===== src/core/ipus_pkg.sv =====
package ipus_pkg;

  // =====================================================================
  // sequencer states
  typedef enum logic [4:0]
  {
    ST_POR = 5'h01,
    ST_HOLD = 5'h02,
    ST_DELAY = 5'h04,
    ST_INIT = 5'h08,
    ST_USER = 5'h10
  } ipus_state_t;

  localparam ipus_state_t RST_STATE = ST_POR;

  // =====================================================================
  // timing: figures in their own units, cycle counts derived from the clock
  localparam int CLK_PERIOD_NS = 50;
  localparam int T_POR_SHORT_MS = 12;
  localparam int T_POR_LONG_MS = 100;
  localparam int T_ADD_MS = 50;
  localparam int T_CONF_DONE_NS = 600;
  localparam int T_STATUS_FALL_NS = 800;
  localparam int T_STATUS_RISE_US = 100;
  // least times round up
  localparam int POR_SHORT_CYC = (T_POR_SHORT_MS * 1000000 + CLK_PERIOD_NS - 1) / CLK_PERIOD_NS;
  localparam int POR_LONG_CYC = (T_POR_LONG_MS * 1000000 + CLK_PERIOD_NS - 1) / CLK_PERIOD_NS;
  localparam int DELAY_CYC = (T_ADD_MS * 1000000 + CLK_PERIOD_NS - 1) / CLK_PERIOD_NS;
  localparam int INIT_CYC = (T_CONF_DONE_NS + CLK_PERIOD_NS - 1) / CLK_PERIOD_NS;
  // longest times round down
  localparam int STATUS_FALL_CYC = T_STATUS_FALL_NS / CLK_PERIOD_NS;
  localparam int STATUS_RISE_CYC = (T_STATUS_RISE_US * 1000) / CLK_PERIOD_NS;
  localparam int CNT_W = 21;

  // =====================================================================
  // synchronised pin bundle: bit positions and values under reset
  localparam int SYNC_W = 6;
  localparam int IN_REINIT = 0;
  localparam int IN_CHAIN = 1;
  localparam int IN_PUD = 2;
  localparam int IN_SEL = 3;
  localparam int IN_DONE = 4;
  localparam int IN_STATUS = 5;
  localparam logic [SYNC_W-1:0] SYNC_RST = 6'h21;

  // =====================================================================
  // register map
  localparam logic [7:0] ADDR_CTRL = 8'h00;
  localparam logic [7:0] ADDR_STATUS = 8'h04;
  localparam int CTRL_RESTART_BIT = 0;
  localparam int STAT_STATE_LSB = 0;
  localparam int STAT_DONE_BIT = 5;
  localparam int STAT_PULLUP_BIT = 6;
  localparam int STAT_USER_BIT = 7;
  localparam int STAT_REINIT_BIT = 8;
  localparam int STAT_MODE_BIT = 9;
  localparam int STAT_LINE_BIT = 10;

endpackage


===== src/core/ipus_sync.sv =====
`timescale 1ns/1ns
`default_nettype none
// =====================================================================
// two-stage synchroniser for a bundle of pin levels
module ipus_sync
#(
  parameter int W = 1,
  parameter logic [W-1:0] RST_VAL = '0
)
(
  input wire logic pclk, // oscillator clock
  input wire logic presetn, // async reset, active low
  input wire logic [W-1:0] d, // raw pin levels
  output logic [W-1:0] q // levels safe to use
);

  typedef struct packed {
    logic [W-1:0] s1;
    logic [W-1:0] s2;
  } ipus_sync_state_t;

  ipus_sync_state_t state_r;
  ipus_sync_state_t state_nxt;

  // the first stage feeds only the second stage
  always_comb
  begin
    state_nxt = state_r;
    state_nxt.s1 = d;
    state_nxt.s2 = state_r.s1;
  end

  always_ff @(posedge pclk or negedge presetn)
  begin
    if (!presetn)
      state_r <= '{s1: RST_VAL, s2: RST_VAL};
    else
      state_r <= state_nxt;
  end

  assign q = state_r.s2;

endmodule
`default_nettype wire


===== src/core/ipus_sequencer.sv =====
// Design decisions made here: the APB slave port and the address map.
`timescale 1ns/1ns
`default_nettype none
// =====================================================================
// instant-on power-up sequencer
module ipus_sequencer
#(
  parameter bit DELAYED_MODE = 1'b0, // build-time choice of the extra delay
  parameter bit HAS_PULLUP_DISABLE = 1'b1, // variant owns a pull-up disable input
  parameter bit USER_IND_EN = 1'b1, // user-mode indicator kept from prototype
  parameter int unsigned POR_SHORT_CYC = ipus_pkg::POR_SHORT_CYC, // short power-on
  parameter int unsigned POR_LONG_CYC = ipus_pkg::POR_LONG_CYC, // long power-on
  parameter int unsigned DELAY_CYC = ipus_pkg::DELAY_CYC // extra delay length
)
(
  input wire logic pclk, // on-chip oscillator
  input wire logic presetn, // power-on trip, active low
  input wire logic psel, // apb select
  input wire logic penable, // apb access phase
  input wire logic pwrite, // apb direction
  input wire logic [7:0] paddr, // apb byte address
  input wire logic [31:0] pwdata, // apb write data
  output logic [31:0] prdata, // apb read data
  output logic pready, // apb ready
  output logic pslverr, // apb error on unmapped address
  input wire logic reinit_req_n, // reinitialize request, active low
  input wire logic chain_enable_in_n, // chain enable in, active low
  input wire logic weak_pullup_disable, // high turns pull-ups off
  input wire logic reset_delay_select, // long power-on delay when high
  input wire logic status_in, // status line level
  output logic status_out, // status line drive level
  output logic status_oe_n, // status line driven low when 0
  input wire logic done_in, // done line level
  output logic done_out, // done line drive level
  output logic done_oe_n, // done line driven low when 0
  output logic chain_enable_out_n, // chain enable out, active low
  output logic user_mode_ind, // user-mode indicator
  output logic pullup_en, // weak pull-ups on user pins
  output logic reg_reset, // user register reset
  output logic pll_init, // pll initialisation strobe level
  output logic io_enable // used i/o pins enabled
);

  localparam int CW = ipus_pkg::CNT_W;
  localparam int FALL_MAX = ipus_pkg::STATUS_FALL_CYC;
  localparam int RISE_MAX = ipus_pkg::STATUS_RISE_CYC;
  localparam logic [CW-1:0] POR_SHORT_LAST = CW'(POR_SHORT_CYC - 1);
  localparam logic [CW-1:0] POR_LONG_LAST = CW'(POR_LONG_CYC - 1);
  localparam logic [CW-1:0] DELAY_LAST = CW'(DELAY_CYC - 1);
  localparam logic [CW-1:0] INIT_LAST = CW'(ipus_pkg::INIT_CYC - 1);

  typedef struct packed {
    ipus_pkg::ipus_state_t st;
    logic [CW-1:0] cnt;
    logic soft_req;
    logic status_oe_n;
    logic done_oe_n;
    logic od_level;
    logic chain_out_n;
    logic user_ind;
    logic pullup_en;
    logic reg_reset;
    logic pll_init;
    logic io_en;
    logic [11:0] rise_wait;
    logic pready;
    logic pslverr;
    logic [31:0] prdata;
  } ipus_seq_state_t;

  // power-on view: lines pulled low, pull-ups on, user logic in reset
  localparam ipus_seq_state_t SEQ_RST = '{
    st: ipus_pkg::RST_STATE,
    cnt: '0,
    soft_req: 1'b0,
    status_oe_n: 1'b0,
    done_oe_n: 1'b0,
    od_level: 1'b0,
    chain_out_n: 1'b1,
    user_ind: 1'b0,
    pullup_en: 1'b1,
    reg_reset: 1'b1,
    pll_init: 1'b0,
    io_en: 1'b0,
    rise_wait: 12'h000,
    pready: 1'b0,
    pslverr: 1'b0,
    prdata: 32'h0
  };

  ipus_seq_state_t state_r;
  ipus_seq_state_t state_nxt;
  logic [ipus_pkg::SYNC_W-1:0] sync_q;

  // =====================================================================
  // pin synchronisers: every board pin is asynchronous to the oscillator
  ipus_sync
  #(
    .W(ipus_pkg::SYNC_W),
    .RST_VAL(ipus_pkg::SYNC_RST)
  )
  u_sync
  (
    .pclk(pclk),
    .presetn(presetn),
    .d({status_in, done_in, reset_delay_select, weak_pullup_disable,
        chain_enable_in_n, reinit_req_n}),
    .q(sync_q)
  );

  // =====================================================================
  // sequencer, register slave and output decode
  always_comb
  begin
    logic rq_low;
    logic por_end;
    logic apb_access;
    logic apb_commit;
    logic [31:0] status_word;
    rq_low = !sync_q[ipus_pkg::IN_REINIT];
    por_end = 1'b0;
    apb_access = psel && penable && !state_r.pready;
    apb_commit = psel && penable && state_r.pready;
    status_word = 32'h0;
    state_nxt = state_r;

    // power-on length follows the delay select pin, whole oscillator cycles
    if (sync_q[ipus_pkg::IN_SEL])
      por_end = (state_r.cnt >= POR_LONG_LAST);
    else
      por_end = (state_r.cnt >= POR_SHORT_LAST);

    // state progression; no configuration load anywhere
    unique case (state_r.st)
      ipus_pkg::ST_POR:
      begin
        state_nxt.cnt = state_r.cnt + 1'b1;
        if (por_end)
        begin
          state_nxt.cnt = '0;
          if (rq_low)
            state_nxt.st = ipus_pkg::ST_HOLD;
          else if (DELAYED_MODE)
            state_nxt.st = ipus_pkg::ST_DELAY;
          else
            state_nxt.st = ipus_pkg::ST_INIT;
        end
      end
      ipus_pkg::ST_HOLD:
      begin
        state_nxt.cnt = '0;
        if (!rq_low)
          state_nxt.st = ipus_pkg::ST_INIT;
      end
      ipus_pkg::ST_DELAY:
      begin
        // counted on the oscillator alone
        state_nxt.cnt = state_r.cnt + 1'b1;
        if (state_r.cnt == DELAY_LAST)
        begin
          state_nxt.cnt = '0;
          state_nxt.st = ipus_pkg::ST_INIT;
        end
      end
      ipus_pkg::ST_INIT:
      begin
        state_nxt.cnt = state_r.cnt + 1'b1;
        if (state_r.cnt == INIT_LAST)
        begin
          state_nxt.cnt = '0;
          state_nxt.st = ipus_pkg::ST_USER;
        end
      end
      ipus_pkg::ST_USER:
      begin
        state_nxt.cnt = '0;
      end
    endcase

    // software restart: taken only once supplies and request are settled
    if (state_r.soft_req && (state_r.st == ipus_pkg::ST_INIT
        || state_r.st == ipus_pkg::ST_USER))
    begin
      state_nxt.soft_req = 1'b0;
      state_nxt.st = ipus_pkg::ST_INIT;
      state_nxt.cnt = '0;
    end

    // a low request after power-on always wins and parks the sequence
    if (rq_low && state_r.st != ipus_pkg::ST_POR)
    begin
      state_nxt.st = ipus_pkg::ST_HOLD;
      state_nxt.cnt = '0;
    end

    // cycles with status held low after the request was seen released; a wait
    // that long is counted rather than unrolled in the check below
    if (!state_r.status_oe_n && state_r.st != ipus_pkg::ST_POR
        && sync_q[ipus_pkg::IN_REINIT])
      state_nxt.rise_wait = state_r.rise_wait + 12'h001;
    else
      state_nxt.rise_wait = 12'h000;

    // apb: answer one cycle into the access phase
    status_word[ipus_pkg::STAT_STATE_LSB +: 5] = state_r.st;
    status_word[ipus_pkg::STAT_DONE_BIT] = state_r.done_oe_n;
    status_word[ipus_pkg::STAT_PULLUP_BIT] = state_r.pullup_en;
    status_word[ipus_pkg::STAT_USER_BIT] = state_r.user_ind;
    status_word[ipus_pkg::STAT_REINIT_BIT] = sync_q[ipus_pkg::IN_REINIT];
    status_word[ipus_pkg::STAT_MODE_BIT] = DELAYED_MODE;
    status_word[ipus_pkg::STAT_LINE_BIT] = sync_q[ipus_pkg::IN_STATUS];
    state_nxt.pready = apb_access;
    state_nxt.pslverr = 1'b0;
    if (apb_access)
    begin
      unique case (paddr)
        ipus_pkg::ADDR_CTRL:
          state_nxt.prdata = {31'h0, state_r.soft_req};
        ipus_pkg::ADDR_STATUS:
          state_nxt.prdata = status_word;
        default:
        begin
          state_nxt.prdata = 32'h0;
          state_nxt.pslverr = 1'b1;
        end
      endcase
    end

    // a write lands on the ready edge; placed last so a set beats the clear
    if (apb_commit && pwrite && paddr == ipus_pkg::ADDR_CTRL
        && pwdata[ipus_pkg::CTRL_RESTART_BIT])
      state_nxt.soft_req = 1'b1;

    // outputs decoded from the next state so pins change with the state
    state_nxt.od_level = 1'b0;
    state_nxt.status_oe_n = !(state_nxt.st == ipus_pkg::ST_POR
                              || state_nxt.st == ipus_pkg::ST_HOLD);
    state_nxt.done_oe_n = (state_nxt.st == ipus_pkg::ST_USER);
    // chain out follows done only while the board keeps chain in low
    state_nxt.chain_out_n = !(state_nxt.st == ipus_pkg::ST_USER
                              && !sync_q[ipus_pkg::IN_CHAIN]);
    // indicator waits for the done line itself, not for our release of it
    state_nxt.user_ind = USER_IND_EN && state_nxt.st == ipus_pkg::ST_USER
                         && sync_q[ipus_pkg::IN_DONE];
    // pull-ups on until user mode unless disabled
    state_nxt.pullup_en = state_nxt.st != ipus_pkg::ST_USER
                          && !(HAS_PULLUP_DISABLE
                               && sync_q[ipus_pkg::IN_PUD]);
    // initialisation phase: registers held, plls started, pins enabled
    state_nxt.reg_reset = state_nxt.st != ipus_pkg::ST_USER;
    state_nxt.pll_init = state_nxt.st == ipus_pkg::ST_INIT;
    state_nxt.io_en = state_nxt.st == ipus_pkg::ST_INIT
                      || state_nxt.st == ipus_pkg::ST_USER;
  end

  always_ff @(posedge pclk or negedge presetn)
  begin
    if (!presetn)
      state_r <= SEQ_RST;
    else
      state_r <= state_nxt;
  end

  // =====================================================================
  // outputs, each straight from its flip-flop
  assign prdata = state_r.prdata;
  assign pready = state_r.pready;
  assign pslverr = state_r.pslverr;
  assign status_out = state_r.od_level;
  assign status_oe_n = state_r.status_oe_n;
  assign done_out = state_r.od_level;
  assign done_oe_n = state_r.done_oe_n;
  assign chain_enable_out_n = state_r.chain_out_n;
  assign user_mode_ind = state_r.user_ind;
  assign pullup_en = state_r.pullup_en;
  assign reg_reset = state_r.reg_reset;
  assign pll_init = state_r.pll_init;
  assign io_enable = state_r.io_en;
endmodule
`default_nettype wire


===== config.mk =====
export PLATFORM = sky130hd
export DESIGN_NAME = ipus_sequencer
export DESIGN_NICKNAME = d
export VERILOG_FILES = /design/src/core/ipus_pkg.sv /design/src/core/ipus_sync.sv /design/src/core/ipus_sequencer.sv
export SDC_FILE = /design/constraint.sdc
export NUM_CORES = 1
export LEC_CHECK = 0
export BUFFER_PORTS_ARGS = -buffer_cell sky130_fd_sc_hd__buf_4
export CAP_MARGIN = 25
export CORE_MARGIN = 2
export CORE_UTILIZATION = 25
export CTS_CLUSTER_DIAMETER = 120
export DETAILED_ROUTE_END_ITERATION = 16
export SYNTH_ARGS = -nofsm -noshare
export SYNTH_HDL_FRONTEND = slang
export SYNTH_HIERARCHICAL = 1
export SYNTH_SLANG_ARGS = --single-unit

===== constraint.sdc =====
create_clock -name pclk -period 2.9 [get_ports pclk]
set_input_delay 0.145 -clock pclk [delete_from_list [all_inputs] [get_ports pclk]]
set_output_delay 0.145 -clock pclk [all_outputs]
set_load 0.02 [all_outputs]

* Yosys cells after proc, flatten, opt, wreduce, memory -nomap -nowiden
Index checks and enable logic that the tools add are counted.
W data, S select, Z words.
** Cells by class
- Add/subtract/negate cells :: 1
- Magnitude comparators :: 2
- Eq/ne operators :: 14
- Muxes and demuxes :: 14
- Reductions and logical operators :: 24
** Operators with widths (count)
- $mux W26 :: 4
- $pmux W21 S4 :: 1
- $mux W33 :: 1
- $mux W27 :: 1
- $pmux W11 S2 :: 1
- $add A21 B1 Y21 const B :: 1
- $eq A21 B20 Y1 const B :: 1
- $eq A21 B4 Y1 const B :: 1
- $ge A21 B18 Y1 const B :: 1
- $ge A21 B21 Y1 const B :: 1
- $pmux W5 S4 :: 1
- $logic_and A1 B1 Y1 :: 11
- $eq A5 B1 Y1 const B :: 2
- $eq A5 B2 Y1 const B :: 2
- $eq A5 B4 Y1 const B :: 2
- $eq A5 B5 Y1 const B :: 2
- $eq A8 B3 Y1 const B :: 1
- $logic_not A8 Y1 :: 1
- $logic_not A1 Y1 :: 6
- $eq A5 B3 Y1 const B :: 1
- $mux W5 :: 1
- $ne A5 B1 Y1 const B :: 1
- $ne A5 B5 Y1 const B :: 1
- $mux W4 :: 1
- other kinds (4) :: 9
** Storage, ports and cells
- Register bits :: 81
- Bits of input ports :: 51
- Output and inout port bits :: 44

* Logic depth before layout (Yosys ltp)
- Depth in word-level cells :: 9
- Mapped depth :: 9
- Depth with buffers taken out :: 8

* By module
Netlist, hierarchy kept.
** Modules (own cells, without submodules)
- ipus_sequencer :: instances 1, cells each 294, area an instance 2773.9 um^2
- ipus_sync :: instances 1, cells each 12, area an instance 305.3 um^2

* Worst setup path after synthesis
Ideal clock, no wire load.
- Kind :: register to register
- Start point :: register state_r[56] in the netlist's numbering
- End point :: register state_r (netlist bit status_oe_n)
- Setup time :: 0.129 ns
- Arrival :: 2.304 ns
- Slack :: 0.467 ns
- Cell stages (with the launch flop) :: 9
- Buffers on the path :: 0
- Path through :: dfrtp_1 ha_1 nand3_2 or4bb_1 o21bai_4 nand4b_2 and3_4 a211o_1 a2111o_1
** RTL lines
- from (decl) :: RTL line ipus_sequencer.sv:91 : ipus_seq_state_t state_r;
- from (signal assigned) :: RTL line ipus_sequencer.sv:261 : state_r <= state_nxt;

==> flow_metrics.env <==
export IMPL_outcome="finished clean"
export IMPL_powerDensity_nw_per_um2=611.4
export IMPL_leakagePower_uw=0.001667
export IMPL_synth_cells=306
export IMPL_ys_seq_area_frac=0.4827
export IMPL_hold_path_depth=3
export IMPL_critPathKind="flip-flop to flip-flop"
export IMPL_antenna_found_initial=0
export IMPL_synth_edf_count=0
export IMPL_cts_buffers=9
export IMPL_grt_max_degree=60
export IMPL_finalHoldViolCount=0
export IMPL_die_area_um2=13220
export IMPL_cts_tree="done"
export IMPL_yosys_area_top_type="dfrtp_1"
export IMPL_ant_nets=0
export IMPL_crit_fanout=6
export IMPL_viasPerCell=4.470
export IMPL_ir_worst_vdd_v=0.0002811
export IMPL_finClkSkew_ns=0.004053
export IMPL_start_kind="flip-flop"
export IMPL_io_pins=95
export IMPL_netlist_area_um2=3079
export IMPL_cts_sinks=59
export IMPL_fin_crit_sh=0.8989
export IMPL_min_path_type="input pin to flip-flop"
export IMPL_yosysTopAreaCellShare=0.4145
export IMPL_wl_per_cell_um=12.24
export IMPL_ys_warn_count=6
export IMPL_clockRootBuffer="clkbuf_16"
export IMPL_required_ns=3.11
export IMPL_synth_ff_latch_count=59
export IMPL_cts_resized_gates=0
export IMPL_vias=2199
export IMPL_dieWidth_um=115.0
export IMPL_track_usage=0.09562
export IMPL_synth_avg_cell_area_um2=10.06
export IMPL_rsz0062_at_grt="false"
export IMPL_die_h_um=115.0
export IMPL_timing_final_ws_setup_ns=0.2931
export IMPL_clockBufferDepth=2
export IMPL_io_buffers=39
export IMPL_first_iter_violations=96
export IMPL_hpwlAfterDp_um=4221
export IMPL_maxCapViolCount=0
export IMPL_fin_tns_setup_ns=0
export IMPL_hold_buffers=7
export IMPL_power_uw=2278
export IMPL_grt_pass1_wl_um=10010
export IMPL_slew_violations=0
export IMPL_min_period_ns=2.607
export IMPL_worstMarginPinSlew_ns=0.7294
export IMPL_row_count=40
export IMPL_yosysMostFrequentCell="dfrtp_1"
export IMPL_grt_pass1_vias=2015
export IMPL_final_net_count=392
export IMPL_max_freq_mhz=383.6
export IMPL_yosys_top_cells_area="dfrtp_1, buf_4, dfstp_2"
export IMPL_start_util=0.2564
export IMPL_arrival_ns=2.81
export IMPL_synthFlopType="dfrtp_1"
export IMPL_drtPass1Iterations=4
export IMPL_r2r_cells=8
export IMPL_coreArea_um2=12010
export IMPL_max_slew_margin=0.5138
export IMPL_drive_above_1_share=0.2377
export IMPL_overflow=0
export IMPL_end_kind="flip-flop"
export IMPL_clk_pin_slew_ns=0.05
export IMPL_setup_viol=0
export IMPL_cts_setup_buffers=0
export IMPL_insertion_delay_ns=0.33
export IMPL_netlist_cell_type_count=61
export IMPL_place_gp_congestion=0.8756
export IMPL_cts_htree_levels=3
export IMPL_fin_util=0.3101
export IMPL_drc=0
export IMPL_antennaDiodeCount=0
export IMPL_synth_common_cells="dfrtp_1, nor2_1, buf_4"
export IMPL_holdWs_ns=0.1258
export IMPL_async_flop_share=1.000
export IMPL_areaGrowthSynthToFinish_pct=20.97
export IMPL_routed_wl_um=6021
export IMPL_pre_cts_ws_ns=0.2948
## placed cells by master, fill, tap and decap left out, drive strengths merged, types with 4 or more instances in the layout
cell type    netlist  final
nand4              5      5
o21ai             11     11
dlygate4sd3        0      7
xor2              10     10
or2                4      4
a22o               9      9
clkbuf             6     10
nor4b              4      4
buf               41     41
nand3             10     10
nor3              10     10
nor4               4      4
nand2             21     21
dfstp              8      8
xnor2             12     12
nor2              40     40
conb               1     24
or3                4      4
dfrtp             51     51
inv                8      8
and3               6      6
## per-layer routing
layer	wire (um)	GRT usage	vias up
li1	-	-	1070
met1	2768	0.1306	1061
met2	2740	0.1365	58
met3	373	0.02583	10
met4	138	0.05382	0
met5	0	0	-
## worst paths after layout
check | endpoint | slack, ns | start
max | status_oe_n | 0.29 | state_r[56]
min | state_r[55] | 0.13 | penable
max reg2reg | status_oe_n | 0.29 | state_r[56]
min reg2reg | u_sync/q[4] | 0.35 | u_sync/state_nxt[4]
max in group asynchronous | pslverr | 1.99 | presetn
min in group asynchronous | u_sync/state_nxt[3] | 0.43 | presetn
## metrics by stage
stage                     std cells  instance area [um^2]
after floorplan                 329                  3166
after global placement          469                  3303
after detailed placement        469                  3303
after CTS                       492                  3725
after global routing            492                  3725
final                           492                  3725
## flip-flops by register name, indices dropped and copies added, names as in the netlist, 6 cells and up
signal / flops
u_sync/state_nxt: 6
prdata: 10
u_sync/q: 6
state_r: 27
## cells by family (layout without fill, tap and decap cells)
group / count (synthesis) / in the layout / share of synthesized area
AOI/OAI and AO/OA: 43 / 43 / 0.1081
other: 1 / 24 / 0.001218
muxes: 2 / 2 / 0.006502
xor gates and xnor gates: 22 / 22 / 0.06257
DFF: 59 / 59 / 0.4827
adders and majority gates: 1 / 1 / 0.004063
and+or+nand+nor: 122 / 122 / 0.2101
buffers and inverters: 56 / 72 / 0.1247
## worst max-delay path, cell delays in order, from the launching register on
cell and delay [ns]:
dfrtp_1 0.39, ha_1 0.24, nand3_2 0.16, or4bb_1 0.61, o21bai_4 0.18, nand4b_2 0.14, and3_4 0.21, a211o_1 0.22
a2111o_1 0.35
## layout make-up
type	instances	area (um^2)
fillers	1250	8287
inverters	8	30.03
repair buffers	48	377.9
flip-flops and latches	59	1486
well taps	147	183.9
clock inverters	6	112.6
clock buffers	10	239.0
multi-input cells	214	1295
## power breakdown
part	internal, uW	switching [uW]
clock	863	369
combinational	66.3	109
sequential	849	21.5
Note: power is estimated with default switching activity, not from simulation.
